--- config.mk ---
export PLATFORM = sky130hd
export DESIGN_NAME = scdf_top
export DESIGN_NICKNAME = d
export VERILOG_FILES = /design/src/rtl/scdf_buf2.v /design/src/rtl/scdf_top.v
export VERILOG_INCLUDE_DIRS = /design/src /design/src/rtl
export SDC_FILE = /design/constraint.sdc
export NUM_CORES = 1
export LEC_CHECK = 0
export BUFFER_PORTS_ARGS = -buffer_cell sky130_fd_sc_hd__buf_2
export CORE_ASPECT_RATIO = 0.5
export CORE_UTILIZATION = 25
export CTS_CLUSTER_DIAMETER = 150
export CTS_CLUSTER_SIZE = 28
export DETAILED_ROUTE_END_ITERATION = 7
export GPL_TIMING_DRIVEN = 0
export REMOVE_ABC_BUFFERS = 1
export SYNTH_ARGS = -nofsm -noshare
export SYNTH_HDL_FRONTEND = slang
export SYNTH_SLANG_ARGS = --single-unit
--- constraint.sdc ---
create_clock -name CORE_CLK_I -period 4.5 [get_ports CORE_CLK_I]
set_input_delay 1.35 -clock CORE_CLK_I [delete_from_list [all_inputs] [get_ports CORE_CLK_I]]
set_output_delay 1.35 -clock CORE_CLK_I [all_outputs]
set_load 0.005 [all_outputs]
--- src/rtl/scdf_consts.vh ---
`ifndef SCDF_CONSTS_VH
`define SCDF_CONSTS_VH
// ****************************************
// Register byte offsets
// ****************************************
`define SCDF_OFS_CHAN_CTRL   9'h134
`define SCDF_OFS_TX_WORD     9'h138
`define SCDF_OFS_RX_WORD     9'h13C
`define SCDF_OFS_XFER_LEVEL  9'h17C
// ****************************************
// Field positions
// ****************************************
`define SCDF_CTRL_EN_BIT     0
`define SCDF_CTRL_EXT_HI     15
`define SCDF_CTRL_EXT_LO     8
`define SCDF_LVL_WORD_COUNT_LIMIT_HI     31
`define SCDF_LVL_WORD_COUNT_LIMIT_LO     16
`define SCDF_LVL_AFL_HI      15
`define SCDF_LVL_AFL_LO      8
`define SCDF_LVL_AEL_HI      7
`define SCDF_LVL_AEL_LO      0
// ****************************************
// Reset values and figures
// ****************************************
`define SCDF_RST_WORD        32'h00000000
`define SCDF_EXT_STEP_SHIFT  4
`define SCDF_FIFO_BYTES      6'h10
`define SCDF_ADDR_W          9
`endif

--- src/rtl/scdf_buf2.v ---
`timescale 1ns/1ps
// ****************************************
// Two-entry word buffer, registered read data
// ****************************************
module scdf_buf2 (
  // Clock and reset
  input  wire        clk_i,
  input  wire        rst_n_i,
  // Fill side
  input  wire        in_valid_i,
  output wire        in_ready_o,
  input  wire [31:0] in_data_i,
  // Drain side
  output reg         out_valid_o,
  input  wire        out_ready_i,
  output reg  [31:0] out_data_o
);
  reg [31:0] spare_reg;   // Second entry
  reg        spare_v_reg; // Second entry valid
  // Ready only while the spare slot is free, so a stall never drops a word
  assign in_ready_o = ~spare_v_reg;
  // Skid register pair
  always @(posedge clk_i) begin
    if (!rst_n_i) begin
      out_valid_o <= 1'b0;
      spare_v_reg <= 1'b0;
      out_data_o  <= 32'h00000000;
      spare_reg   <= 32'h00000000;
    end else begin
      if (!out_valid_o || out_ready_i) begin
        // Head is free or leaving
        if (spare_v_reg) begin
          out_data_o  <= spare_reg;
          out_valid_o <= 1'b1;
          spare_v_reg <= 1'b0;
        end else begin
          out_data_o  <= in_data_i;
          out_valid_o <= in_valid_i;
        end
      end else if (in_valid_i && !spare_v_reg) begin
        // Head stalled, park in spare
        spare_reg   <= in_data_i;
        spare_v_reg <= 1'b1;
      end
    end
  end
endmodule // scdf_buf2

--- src/rtl/scdf_top.v ---
`timescale 1ns/1ps
`include "scdf_consts.vh"
// How it works
// - Extension joins divider only with fine granularity
// - Ratio is divider plus one plus 16*extension
// - Channel active only while enable bit set
// - Transmit register holds one 32-bit word
// - Byte words sit at lane 0 or 3
// - Receive register holds last received word
// - Count field reads index once transfer starts
// - Read request when fill exceeds almost-full level
// - Write request when room exceeds almost-empty level
// - End flag cleared on load, set on finish
module scdf_top (
  // Clock and reset
  input  wire        CORE_CLK_I,
  input  wire        RST_N_I,
  // Register port
  input  wire [8:0]  ADDR_I,
  input  wire [31:0] WDATA_I,
  input  wire        WR_I,
  input  wire        RD_I,
  output reg  [31:0] RDATA_O,
  // Configuration from channel setup
  input  wire [3:0]  BASE_CLOCK_DIVIDER_I,
  input  wire        CLOCK_GRANULARITY_SELECT_I,
  input  wire [4:0]  WORD_LEN_M1_I,
  input  wire        BIG_ENDIAN_I,
  // Shift engine
  input  wire        SHIFT_LOAD_I,
  input  wire        WORD_DONE_I,
  input  wire [31:0] RX_SHIFT_DATA_I,
  input  wire [5:0]  RX_FILL_BYTES_I,
  input  wire [5:0]  TX_FILL_BYTES_I,
  input  wire        TX_READY_I,
  // Status and control out
  output reg         CHAN_ACTIVE_O,
  output reg  [11:0] DIV_RATIO_M1_O,
  output reg         TX_VALID_O,
  output reg  [31:0] TX_DATA_O,
  output reg         END_OF_TRANSFER_FLAG_O,
  output reg         RX_REQ_O,
  output reg         TX_REQ_O,
  output reg         XFER_DONE_O
);
  // ****************************************
  // Usage notes
  // ****************************************
  // Register strobes are single cycles and may run back to back
  // Read data stand for one cycle only, zero otherwise
  // Unmapped addresses read as zero and ignore writes
  // A transmit write while a push is still pending is dropped;
  //   software should pace writes by the write request
  // Word length and byte order are used live, not latched:
  //   change them only while no word is in flight
  // Stored words are masked again on read, so a later length
  //   change never exposes stale upper bits
  // The word count opens on the first shift load after a nonzero
  //   count is written with the channel enabled
  // While counting, the count field reads back the word index
  // Clearing the enable aborts the count and drops an offered word;
  //   words still in the buffer wait for the channel to return
  // Fill levels come from the shift engine and are not clipped:
  //   a level above sixteen wraps the room figure
  // Two buffer slots plus the output stage hold three words,
  //   so a stalled shift engine never loses one
  // ****************************************
  // Register storage
  // ****************************************
  reg        chan_en_reg;              // Channel enable
  reg [7:0]  clock_ratio_extension_reg;// Divider extension
  reg [15:0] word_count_limit_reg;     // Programmed word count
  reg [7:0]  almost_full_level_reg;    // Receive threshold minus one
  reg [7:0]  almost_empty_level_reg;   // Transmit threshold minus one
  reg [31:0] tx_word_reg;              // Transmit word, moved to lane 0 and masked
  reg [31:0] rx_word_reg;              // Last received word
  reg [15:0] word_index_reg;           // Current transfer index
  reg        xfer_started_reg;         // Counted transfer in progress
  reg        tx_push_reg;              // Pending push into buffer
  wire       buf_in_ready;             // Buffer can take a word
  wire       buf_out_valid;            // Buffer head valid
  wire [31:0] buf_out_data;            // Buffer head word
  wire       buf_out_ready;            // Buffer head may move on
  // ****************************************
  // Byte-lane placement helpers
  // ****************************************
  // Byte words from a big-endian host land in lane 3; move to lane 0
  function [31:0] lane_in;
    input [31:0] d;
    input        be;
    input [4:0]  len;
    begin
      // Only byte words move; wider words pass as written
      if (be && len == 5'h07)
        lane_in = {24'h000000, d[31:24]};
      else
        lane_in = d;
    end
  endfunction
  // Outbound byte word moved to lane 3 for big-endian readers
  function [31:0] lane_out;
    input [31:0] d;
    input        be;
    input [4:0]  len;
    begin
      // Only byte words move; wider words pass as stored
      if (be && len == 5'h07)
        lane_out = {d[7:0], 24'h000000};
      else
        lane_out = d;
    end
  endfunction
  // Keep only the configured word length
  function [31:0] len_mask;
    input [4:0] len;
    begin
      len_mask = 32'hFFFFFFFF >> (5'h1F - len);
    end
  endfunction
  // ****************************************
  // Register writes
  // ****************************************
  always @(posedge CORE_CLK_I) begin
    // Reset: all fields back to zero
    if (!RST_N_I) begin
      chan_en_reg               <= 1'b0;
      clock_ratio_extension_reg <= 8'h00;
      word_count_limit_reg      <= 16'h0000;
      almost_full_level_reg     <= 8'h00;
      almost_empty_level_reg    <= 8'h00;
      tx_word_reg               <= `SCDF_RST_WORD;
      tx_push_reg               <= 1'b0;
    end else begin
      // Push lasts until the buffer takes it
      if (tx_push_reg && buf_in_ready)
        tx_push_reg <= 1'b0;
      // Decode the written address
      if (WR_I) begin
        case (ADDR_I)
          `SCDF_OFS_CHAN_CTRL: begin
            // Enable and divider extension
            chan_en_reg               <= WDATA_I[`SCDF_CTRL_EN_BIT];
            clock_ratio_extension_reg <= WDATA_I[`SCDF_CTRL_EXT_HI:`SCDF_CTRL_EXT_LO];
          end
          `SCDF_OFS_TX_WORD: begin
            // Transmit word, moved to lane 0 and masked to length
            // A write while a push is still pending is dropped, not overwritten
            if (!tx_push_reg) begin
              tx_word_reg <= lane_in(WDATA_I, BIG_ENDIAN_I, WORD_LEN_M1_I)
                             & len_mask(WORD_LEN_M1_I);
              tx_push_reg <= 1'b1;
            end
          end
          `SCDF_OFS_XFER_LEVEL: begin
            // Count and both thresholds
            word_count_limit_reg   <= WDATA_I[`SCDF_LVL_WORD_COUNT_LIMIT_HI:`SCDF_LVL_WORD_COUNT_LIMIT_LO];
            almost_full_level_reg  <= WDATA_I[`SCDF_LVL_AFL_HI:`SCDF_LVL_AFL_LO];
            almost_empty_level_reg <= WDATA_I[`SCDF_LVL_AEL_HI:`SCDF_LVL_AEL_LO];
          end
          default: begin
            // Unmapped writes are ignored
          end
        endcase
      end
    end
  end
  // ****************************************
  // Transmit buffer toward the shift engine
  // ****************************************
  // Head moves on only into a free or draining output stage
  assign buf_out_ready = chan_en_reg & (~TX_VALID_O | TX_READY_I);
  // Two slots absorb a stall without losing a word
  scdf_buf2 u_buf (
    .clk_i       (CORE_CLK_I),
    .rst_n_i     (RST_N_I),
    .in_valid_i  (tx_push_reg),
    .in_ready_o  (buf_in_ready),
    .in_data_i   (tx_word_reg),
    .out_valid_o (buf_out_valid),
    .out_ready_i (buf_out_ready),
    .out_data_o  (buf_out_data)
  );
  // ****************************************
  // Receive word, counter and end flag
  // ****************************************
  always @(posedge CORE_CLK_I) begin
    // Reset: empty word, counter idle, flag low
    if (!RST_N_I) begin
      rx_word_reg            <= `SCDF_RST_WORD;
      word_index_reg         <= 16'h0000;
      xfer_started_reg       <= 1'b0;
      END_OF_TRANSFER_FLAG_O <= 1'b0;
      XFER_DONE_O            <= 1'b0;
    end else begin
      // Done pulse lasts one cycle
      XFER_DONE_O <= 1'b0;
      // Finish beats load in the same cycle: the set wins
      if (WORD_DONE_I)
        END_OF_TRANSFER_FLAG_O <= 1'b1;
      else if (SHIFT_LOAD_I)
        END_OF_TRANSFER_FLAG_O <= 1'b0;
      // Capture the finished word at its own length
      if (WORD_DONE_I)
        rx_word_reg <= RX_SHIFT_DATA_I & len_mask(WORD_LEN_M1_I);
      // Counting only with a nonzero limit and an active channel
      if (chan_en_reg && word_count_limit_reg != 16'h0000) begin
        // First load opens the count
        if (SHIFT_LOAD_I && !xfer_started_reg) begin
          xfer_started_reg <= 1'b1;
          word_index_reg   <= 16'h0000;
        end
        // Each finished word moves the index
        if (WORD_DONE_I && (xfer_started_reg || SHIFT_LOAD_I)) begin
          if (word_index_reg + 16'h0001 == word_count_limit_reg) begin
            // Last word: close the count and pulse
            xfer_started_reg <= 1'b0;
            XFER_DONE_O      <= 1'b1;
            word_index_reg   <= 16'h0000;
          end else begin
            word_index_reg <= word_index_reg + 16'h0001;
          end
        end
      end else begin
        // Counter off or channel idle: hold at zero
        xfer_started_reg <= 1'b0;
        word_index_reg   <= 16'h0000;
      end
    end
  end
  // ****************************************
  // Divider, requests and outputs
  // ****************************************
  // All outputs registered so the shift engine sees clean levels
  always @(posedge CORE_CLK_I) begin
    // Reset: nothing offered, nothing requested
    if (!RST_N_I) begin
      CHAN_ACTIVE_O  <= 1'b0;
      DIV_RATIO_M1_O <= 12'h000;
      TX_VALID_O     <= 1'b0;
      TX_DATA_O      <= 32'h00000000;
      RX_REQ_O       <= 1'b0;
      TX_REQ_O       <= 1'b0;
    end else begin
      // Enable seen one cycle late
      CHAN_ACTIVE_O <= chan_en_reg;
      // Extension only counts at one-cycle granularity
      if (CLOCK_GRANULARITY_SELECT_I)
        DIV_RATIO_M1_O <= {clock_ratio_extension_reg, BASE_CLOCK_DIVIDER_I};
      else
        DIV_RATIO_M1_O <= {8'h00, BASE_CLOCK_DIVIDER_I};
      // Output stage is a third slot: it reloads only when empty or taken,
      // so a stall by the shift engine keeps the offered word in place
      if (!chan_en_reg) begin
        // Inactive channel offers nothing
        TX_VALID_O <= 1'b0;
      end else if (!TX_VALID_O || TX_READY_I) begin
        // Empty or taken: pull the next head
        TX_VALID_O <= buf_out_valid;
        TX_DATA_O  <= buf_out_data;
      end
      // Requests only while the channel is on
      // Threshold compares on level plus one, widened to avoid wrap
      RX_REQ_O <= chan_en_reg &&
                  ({3'b000, RX_FILL_BYTES_I} >= {1'b0, almost_full_level_reg} + 9'h001);
      TX_REQ_O <= chan_en_reg &&
                  ({3'b000, `SCDF_FIFO_BYTES - TX_FILL_BYTES_I}
                   >= {1'b0, almost_empty_level_reg} + 9'h001);
    end
  end
  // ****************************************
  // Register reads, data one cycle later
  // ****************************************
  always @(posedge CORE_CLK_I) begin
    // Reset: bus reads zero
    if (!RST_N_I) begin
      RDATA_O <= 32'h00000000;
    end else if (RD_I) begin
      case (ADDR_I)
        // Reserved bits read as zero
        `SCDF_OFS_CHAN_CTRL:
          RDATA_O <= {16'h0000, clock_ratio_extension_reg, 7'h00, chan_en_reg};
        // Re-mask in case the word length changed since the write
        `SCDF_OFS_TX_WORD:
          RDATA_O <= lane_out(tx_word_reg & len_mask(WORD_LEN_M1_I),
                              BIG_ENDIAN_I, WORD_LEN_M1_I);
        `SCDF_OFS_RX_WORD:
          RDATA_O <= lane_out(rx_word_reg & len_mask(WORD_LEN_M1_I),
                              BIG_ENDIAN_I, WORD_LEN_M1_I);
        // Index replaces the count while running
        `SCDF_OFS_XFER_LEVEL:
          RDATA_O <= {(xfer_started_reg ? word_index_reg : word_count_limit_reg),
                      almost_full_level_reg, almost_empty_level_reg};
        // Holes read as zero
        default:
          RDATA_O <= 32'h00000000;
      endcase
    end else begin
      // Bus idle: drive zero
      RDATA_O <= 32'h00000000;
    end
  end
endmodule // scdf_top

# Yosys cells after proc, flatten, opt, wreduce, memory -nomap -nowiden
# Cells that the tools add are included.
# word_totals
ff_bits	271
in_bits	103
output_inout_bits	82
wordCells	102
# op_classes
n_addsub	5
n_lt_le_gt_ge	2
n_eq_ne	6
shifts	1
n_mux	24
bitwise	11
n_reduce_logical	29
# ops
op	n
$mux 32	8
$and 32x32->32	4
$pmux 32 s4	1
$mux 16	4
$eq 9x9->1 const B	4
$shr 32x5->32 const A	1
$add 8x1->9 const B	2
$ge 6x9->1	2
$add 16x1->16 const B	1
$eq 16x16->1	1
$reduce_and 2->1	8
$reduce_bool 16->1	1
$mux 1	11
$logic_and 1x1->1	8
$reduce_and 3->1	2
$sub 5x6->6 const A	1
$eq 5x3->1 const B	1
$not 1->1	5
$sub 5x5->5 const A	1
$logic_not 1->1	4
$reduce_bool 2->1	2
$logic_or 1x1->1	3
$reduce_or 2->1	1
$and 1x1->1	1
$or 1x1->1	1

# Longest topological paths before layout
# Gate-level depths: netlist (run 1).
# depth
word_depth	8
depth_mapped	11
mapped_depth_nobuf	9

# Hierarchy
# From an unflattened synthesis (run 1), not the netlist that was laid out.
# unflattened
hier_cells	1480
hier_area_um2	12497.0
# modules_own_cells
module	instances	cells_each	area_each_um2	seq_area_each_um2
scdf_top	1	1186	9551.7	4103.9
scdf_buf2	1	294	2945.3	1321.3

# Worst setup path after synthesis (run 1)
# OpenSTA, ideal clock, no wires.
# synth_timing
path_kind	input to register
start	input ADDR_I[1]
end	register RDATA_O[24]
setup_ps	65
arrival_time_ps	3112
t_required_ps	4435
path_slack_ps	1323
stages	9
path_buffers	3
cell_sequence	or3b_1 nor3_2 and2_1 clkbuf_1 or4_1 nand3_1 buf_2 buf_2 nor2_1
# synth_between
elab_chain_cells	2
word_cells_on_any_way	5
classes_between	eq/ne (4); mux (1)
# synth_lines
item	line	source
start, declared	scdf_top.v:19	input wire [8:0] ADDR_I,
$eq 9x9->1, on equally long branches	-	
$pmux 32 s4 (*)	scdf_top.v:278	case (ADDR_I)
end signal, assigned	scdf_top.v:281	RDATA_O <= {16'h0000, clock_ratio_extension_reg, 7'h00, chan_en_reg};
end signal, assigned	scdf_top.v:284	RDATA_O <= lane_out(tx_word_reg & len_mask(WORD_LEN_M1_I),
end signal, assigned	scdf_top.v:287	RDATA_O <= lane_out(rx_word_reg & len_mask(WORD_LEN_M1_I),
end, declared	scdf_top.v:23	output reg [31:0] RDATA_O,
# Mark *: on every way between the ends. The rest lies on a longest branch, timed or not.
# A chain may end at the register's enable or synchronous reset.

# Worst setup path in the final report (run 1)
# layout_timing
start	input RST_N_I
end	register word_index_reg[12]
# layout_between
elab_chain_cells	1
# layout_lines
item	line	source
start, declared	scdf_top.v:17	input wire RST_N_I,
$reduce_and 2->1 (no source line)	-	
end signal, assigned	scdf_top.v:220	word_index_reg <= word_index_reg + 16'h0001;
end, declared	scdf_top.v:77	reg [15:0] word_index_reg;
# Every way passes these cells.

==> flow_summary.ini, run 1 <==
[run_status]
status = finished, final reports clean

[synth]
synth-simple-area-share_pct = 23.5
synth.distinct_cells = 71
netlist_instances = 1530
synth-adder-area-share_pct = 1.55
yosysMostFrequentCell = nand2_1
synth_top_family_by_area = simple AND/OR/NAND/NOR gates
synth_xor_xnor_area_share_pct = 1.96
async_reset_ff_share_pct = 0
synth_top_cell_by_area = dfxtp_1
synth_area_per_cell_sq_um = 8.45
synth_area_leaders = dfxtp_1 42%, nand2_1 8.9%, a21boi_0 8.9%
synth_top_cell_area_share_pct = 42.0
ys_top_cells_by_count = 307 x nand2_1, 271 x dfxtp_1, 153 x a21boi_0, 91 x clkbuf_1, 81 x nand3_1
seq_area_frac_synth_pct = 42.0
synth-main-ff-cell = dfxtp_1
syn_area_sq_um = 12900
synth_compound_area_share_pct = 21.6
synth-edff-count = 0
muxShareOfSynthArea_pct = 4.44
yosysWarnings = 0
synth-seq-cells = 271

[routing]
vias = 11400
avgRoutedWirePerCell_um = 18.3
ant_nets = 0
drt_wl_total_mm = 42.2
viasPerCell = 4.94
drtIter0Drc = 724
drc = 0
dr.pass1.iters = 6

[global_routing]
grt_pass1_vias = 11000
track_usage_pct = 15.6
grt_max_degree = 114
grt_overflow = 0
grt_pass1_wl_mm = 63.9
antenna_found_initial = 5

[cts]
h-tree-depth = 1
worstSkewPairLatency_ns = 0.50
clk_path_buf_depth = 3
post_cts_buffers = 0
clk_pin_slew_ns = 0.12
cts-root-buf = clkbuf_16
cts_resized = 0
cts_sinks = 271
tritoncts = built
cts_made_buffers = 13
cts_hold_buf = 0

[worst_setup_path]
cp_max_fo = 113
cpMostUsedCell = nand2_1
critPathRequiredTime_ns = 4.96
crit_arrival_ns = 4.66
worst-path-buf-inv = 2
cpMaxStageDelayCell = a41oi_2
end_kind = register
slowest_delay_ns = 0.83
cpLargestDelayFamily = compound AO/OA/AOI/OAI gates
path_class = primary input to register
cp-start-kind = primary input
path_cells = buf_6 > buf_16 > nand2_1 > a41oi_2 > nand2_1 > o311ai_1 > o21a_1

[sta]
worst_slack_ns = 0.295
tightest_slew_ns = 1.44
fin_crit_ns = 4.21
slew_violations = 0
hold_violations = 0
whs_ns = 0.470
rsz0062_at_grt = no
skew_ns = 0.0240
fmax_ghz = 0.238
period_share_pct = 93.5
fin_setup_tns_ns = 0
slew_headroom_pct = 4.15
setup_viol_count_final = 0

[finish]
drive_gt1_share_pct = 15.0
fill_cells = 5509
nNetsFinal = 1736
multi_input_area_sq_um = 6910
areaGrowthSynthToFinish_pct = 14.4
register_area_sq_um = 5430
fin_util_pct = 29.2

[die]
core_area_sq_um = 50700
die_w_um = 324
io_pins = 185
die-area_sq_um = 52700
initial_core_util_pct = 25.5
row_count = 58
fp.dieH_um = 163

[pwr]
pwr_density_cell_nw_per_um2 = 270
total_power_mw = 3.99
ir_drop_mv = 0.196
leakage_nw = 5.55

[job]
drv_cap = 0

[placed_design]
port_buffers = 184
gp_congestion = 0.879
dp_slack_ns = -0.548
hpwl_mm = 29.5

[hold_path]
hp-class = register to register
## cells in the final DEF (no fill, tap or decap), types with 15 or more instances in the layout
master / count
o211a_1: 33
dfxtp_1: 270
xnor2_1: 15
nand2_1: 305
buf_2: 183
ha_1: 16
inv_1: 26
nand2b_1: 30
nor2_1: 73
and3_1: 15
mux2i_1: 54
a22oi_1: 21
nand3_1: 79
nor3_1: 21
nor2b_1: 15
a22o_1: 21
nor4_1: 18
and2_1: 19
a21boi_0: 153
a21oi_1: 33
## worst register-to-register path, stage by stage (launching register included)
cell	delay (ns)
dfxtp_1	0.58
nand4_1	0.39
a211oi_1	0.47
o311ai_0	0.21
nor4_1	0.33
and4_1	0.97
nor3_1	0.10
or3_1	0.39
## routing by layer
metal,GRT usage (%),part of all wire (%),wire [um],vias to the layer above
met4,5.42,3.3,1380,2
met5,0,0.031,13,-
met3,1.99,4.5,1890,67
li1,-,-,-,5521
met2,28.1,50,21200,264
met1,19.0,42,17700,5557
## power breakdown
| group | internal [mW] | switching (mW) | leakage, nW | total, mW |
|---|---|---|---|---|
| clock | 0.533 | 0.789 | 0.166 | 1.32 |
| sequential | 2.41 | 0.00655 | 2.19 | 2.42 |
| combinational | 0.0981 | 0.148 | 3.20 | 0.246 |
| total | 3.04 | 0.943 | 5.55 | 3.99 |
## final timing paths
path                      start                  to  slack (ns)  cells after the start
min reg2reg        TX_DATA_O[1]        TX_DATA_O[1]        0.47                      2
min                TX_DATA_O[1]        TX_DATA_O[1]        0.47                      2
max reg2reg  word_index_reg[11]   word_index_reg[5]        0.96                      7
max                     RST_N_I  word_index_reg[12]        0.29                      7
## layout make-up
class / instances / area share [%]
Antenna cell: 4 / 0.0677
Clock buffer: 13 / 2.20
Clock inverter: 1 / 0.0762
Inverter: 26 / 0.660
Multi-Input combinational cell: 1107 / 46.7
Sequential cell: 271 / 36.7
Tap cell: 690 / 5.84
Timing Repair Buffer: 198 / 7.76
## metrics by stage
step                std cells  instance area, sq um
floorplan                1404                 12400
global placement         2278                 14200
detailed placement       2292                 14400
CTS                      2306                 14800
global route             2308                 14800
finish                   2310                 14800
## kinds of logic after synthesis
group / after synthesis
compound gates: 368
xor+xnor: 29
fa+ha+maj: 16
buf+inv: 152
flops: 271
mux: 57
simple gates: 637
Power figures use the tool's default switching activity.
==> inputs of run 2 (changes only) <==
Settings changed: PLACE_DENSITY set to 0.38.
==> run 2 against run 1 <==
Compared with the run above: sequential power barely moved; total power up 1.8%; largest cell class unchanged; maximum frequency decreased by 0.86%; clock skew fell by 0.011 ns; clock power rose by 5%; wire length up 8.2%.
==> flow_summary.ini, run 2 (same netlist as run 1, synthesis figures left out) <==
[cts]
clk_path_buf_depth = 3
post_cts_buffers = 0
cts_hold_buf = 0
clk_pin_slew_ns = 0.11
cts_made_buffers = 13
cts-root-buf = clkbuf_16
tritoncts = built
h-tree-depth = 1
cts_resized = 0
worstSkewPairLatency_ns = 0.52
cts_sinks = 271

[sta]
hold_violations = 0
fmax_ghz = 0.236
setup_viol_count_final = 0
fin_crit_ns = 4.24
slew_headroom_pct = 10.6
period_share_pct = 94.3
skew_ns = 0.0130
slew_violations = 0
tightest_slew_ns = 1.34
rsz0062_at_grt = no
fin_setup_tns_ns = 0

[die]
fp.dieH_um = 163
core_area_sq_um = 50700
initial_core_util_pct = 25.5
io_pins = 185
die_w_um = 324
die-area_sq_um = 52700
row_count = 58

[global_routing]
grt_max_degree = 162
grt_overflow = 0
antenna_found_initial = 3
grt_pass1_vias = 10700
track_usage_pct = 17.1
grt_pass1_wl_mm = 69.0

[worst_setup_path]
end_kind = register
worst-r2r-cell-count = 8
cp-start-kind = primary input
worst-path-buf-inv = 1
path_cells = buf_2 > or3b_1 > nor3_2 > and2_1 > or4_1 > nand3_2 > a21oi_1
critPathRequiredTime_ns = 4.92
r2r_slack_ns = 0.98
crit_arrival_ns = 4.66
slowest_delay_ns = 0.81
cp_max_fo = 29
path_depth = 7
cpMaxStageDelayCell = and2_1
path_class = primary input to register
cpLargestDelayFamily = simple AND/OR/NAND/NOR gates

[hold_path]
hp-class = register to register
min_path_cells = 2

[finish]
final_common_cell = nand2_1
areaGrowthSynthToFinish_pct = 14.3
fill_cells = 5591
layout_common_cells = 306 x nand2_1, 270 x dfxtp_1, 183 x buf_2, 153 x a21boi_0, 79 x nand3_1
nNetsFinal = 1734
drive_gt1_share_pct = 14.9
fin_util_pct = 29.2

[placed_design]
port_buffers = 184
hpwl_mm = 31.9
gp_congestion = 0.832

[pwr]
ir_drop_mv = 0.171
leakage_nw = 5.55
pwr_density_cell_nw_per_um2 = 275

[routing]
avgRoutedWirePerCell_um = 19.8
vias = 11200
drc = 0
drtIter0Drc = 804
dr.pass1.iters = 7
drt_wl_total_mm = 45.6
viasPerCell = 4.86
ant_nets = 0

[job]
drv_cap = 0

[run_status]
status = finished, final reports clean
==> run 2: cell types whose count changed in the layout (fill, tap and decap cells not counted) <==
cell,before,now
buf_6,5,0
buf_8,3,6
buf_12,3,1
buf_16,2,3
buf_4,2,3
diode_2,4,3
inv_6,0,1
nand2_1,305,306
nand2_2,2,1
==> run 2: cell type report <==
class	instances	area [sq um]	share of cell area [%]
clock buffers	13	325	2.20
inverters	26	97.6	0.661
clock inverters	2	20.0	0.136
flip-flops and latches	271	5430	36.7
diodes	3	7.51	0.0508
repair buffers	196	1130	7.66
multi-input cells	1107	6900	46.7
well taps	690	863	5.84
==> run 2: final timing paths <==
check                         start                end
setup / recovery          ADDR_I[1]        RDATA_O[10]
hold / removal         TX_DATA_O[3]       TX_DATA_O[3]
setup reg to reg  word_index_reg[0]  word_index_reg[5]
hold reg to reg        TX_DATA_O[3]       TX_DATA_O[3]
==> run 2: per-stage QoR <==
stage	worst slack, ns	instances	power [mW]	hold WS (ns)	area (sq um)
floorplan	-0.982	1404	2.56	0.423	12400
global placement	-4.30	2278	2.73	0.455	14200
CTS	0.293	2305	4.14	0.471	14800
detailed placement	-0.270	2290	2.72	0.454	14400
global route	0.0762	2307	4.24	0.486	14800
finish	0.258	2308	4.06	0.467	14800
==> run 2: tightest hold or removal path, delay by kind of cell (launching register included) <==
family / cells / cell delay [ns]
compound gates: 1 / 0.06
flops: 1 / 0.32
simple gates: 1 / 0.04
==> run 2: where the power goes <==
part | internal [mW] | total [mW] | switching (mW) | leakage, nW
sequential | 2.41 | 2.42 | 0.00683 | 2.19
combinational | 0.0979 | 0.246 | 0.148 | 3.19
clock | 0.540 | 1.39 | 0.852 | 0.171
total | 3.05 | 4.06 | 1.01 | 5.55
==> run 2: layer usage <==
layer	part of all wire, %	track usage (%)	wire length (um)	up-vias
met4	1.8	3.30	813	0
met1	50	24.8	22600	5442
li1	-	-	-	5522
met2	45	26.9	20500	202
met5	0	0	0	-
met3	3.6	2.19	1660	40
==> inputs of run 3 (changes only) <==
Settings changed: CORE_ASPECT_RATIO 0.5 to 1.2, CTS_BUF_LIST set to sky130_fd_sc_hd__clkbuf_4 sky130_fd_sc_hd__clkbuf_8.
==> run 3 against run 2 <==
Compared with the run above: maximum frequency decreased by 1.0%; sequential share of layout area increased by 0.37 points; clock power decreased by 22%; combinational power increased by 2%.
==> flow_summary.ini, run 3 (same netlist as run 1, synthesis figures left out) <==
[run_status]
status = finished, final reports clean

[global_routing]
grt_max_degree = 143
antenna_found_initial = 1
grt_pass1_vias = 11000
grt_overflow = 0
grt_pass1_wl_mm = 69.8
track_usage_pct = 17.1

[routing]
ant_nets = 0
vias = 11100
viasPerCell = 4.89
drc = 0
dr.pass1.iters = 5
drt_wl_total_mm = 45.7
avgRoutedWirePerCell_um = 20.2
drtIter0Drc = 610

[finish]
areaGrowthSynthToFinish_pct = 13.1
drive_gt1_share_pct = 14.9
nNetsFinal = 1737
final_common_cell = nand2_1
register_area_sq_um = 5430
multi_input_area_sq_um = 6900
final_area_sq_um = 14600
layout_common_cells = 306 x nand2_1, 270 x dfxtp_1, 183 x buf_2, 153 x a21boi_0, 79 x nand3_1
fill_cells = 5518
stdcell_count = 2263

[worst_setup_path]
end_kind = register
worst-r2r-cell-count = 7
rr_startpoint = word_index_reg[3]
cp-start-kind = primary input
cp_max_fo = 142
rr_endpoint = word_index_reg[5]
slowest_delay_ns = 0.95
r2r_slack_ns = 0.88
path_cells = buf_8 > buf_16 > nand2_1 > a41oi_2 > nand2_1 > o311ai_1 > o21a_1
cpMaxStageDelayCell = a41oi_2
critPathRequiredTime_ns = 5.05
crit_arrival_ns = 4.83
cpMostUsedCell = nand2_1
path_class = primary input to register

[sta]
fmax_ghz = 0.233
worst_slack_ns = 0.214
hold_violations = 0
whs_ns = 0.472
rsz0062_at_grt = no
slew_violations = 0
slew_headroom_pct = 15.6
tightest_slew_ns = 1.26
setup_viol_count_final = 0
fin_crit_ns = 4.29
period_share_pct = 95.2
skew_ns = 0.0217

[die]
core_area_sq_um = 50700
fp.dieH_um = 251
io_pins = 185
row_count = 90
die-area_sq_um = 52600
initial_core_util_pct = 25.5
die_w_um = 210

[pwr]
pwr-share-comb_pct = 6.7
ir_drop_mv = 0.155
internal_power_mw = 2.79
clkPwrFrac_pct = 29.0
seq_power_share_pct = 64.4
total_power_mw = 3.76
leakage_nw = 5.51
pwr_density_cell_nw_per_um2 = 257
switching_power_mw = 0.974
swShare_pct = 25.9

[cts]
cts_sinks = 271
clk_pin_slew_ns = 0.18
cts_hold_buf = 0
cts-root-buf = clkbuf_8
clk_path_buf_depth = 3
tritoncts = built
cts_resized = 0
worstSkewPairLatency_ns = 0.58
h-tree-depth = 1
post_cts_buffers = 0
cts_made_buffers = 13

[placed_design]
gp_congestion = 0.836
placed_area_sq_um = 14400
dp_slack_ns = -0.479
dp.cells = 2245
port_buffers = 184
hpwl_mm = 32.6

[hold_path]
min_from = TX_DATA_O[11]
hp-class = register to register
min_path_cells = 2
hold_path_end = TX_DATA_O[11]

[job]
drv_cap = 0
## run 3: per-stage QoR
step	util (%)	TNS, ns
after floorplan	-	-32.08
after global placement	27.9	-379.24
after detailed placement	28.4	-17.98
after CTS	28.8	0
after global routing	28.9	0
final	28.9	0
## run 3: layout make-up
| class | count | area share, % |
|---|---|---|
| Inverter | 26 | 0.667 |
| Clock buffer | 13 | 1.22 |
| Multi-Input combinational cell | 1107 | 47.2 |
| Tap cell | 644 | 5.51 |
| Timing Repair Buffer | 199 | 8.20 |
| Sequential cell | 271 | 37.1 |
| Clock inverter | 1 | 0.0770 |
| Antenna cell | 2 | 0.0342 |
## run 3: how the worst max path moves through the flow
stage	depth (start not counted)	start	slack [ns]	end
after floorplan	6	TX_READY_I	-0.98	u_buf.spare_reg[0]
after global placement	6	RST_N_I	-4.17	word_index_reg[12]
after detailed placement	7	RST_N_I	-0.48	word_index_reg[12]
after CTS	7	RST_N_I	0.16	word_index_reg[12]
after global routing	7	RST_N_I	0.02	word_index_reg[12]
final	7	RST_N_I	0.21	word_index_reg[12]
## run 3: critical path, delay by kind of cell
kind	cells	cell delay (ns)
buffers and inverters	2	0.69
and+or+nand+nor	2	1.23
AOI/OAI and AO/OA	3	1.38
## run 3: power by group through the flow
stage | logic [mW] | clock network, mW | registers [mW]
5_1_grt | 0.273 | 1.24 | 2.43
4_1_cts | 0.253 | 1.18 | 2.42
2_1_floorplan | 0.0916 | 0 | 2.47
6_report | 0.251 | 1.09 | 2.42
3_5_place_dp | 0.252 | 0 | 2.47
3_3_place_gp | 0.254 | 0 | 2.47
## run 3: metal layers
metal	wire, um	share of wire, %	GRT usage, %	up-vias
met5	0	0	0	-
met4	807	1.8	4.15	0
met3	1580	3.5	1.52	33
met2	21300	47	28.5	228
met1	22000	48	23.8	5308
li1	-	-	-	5504
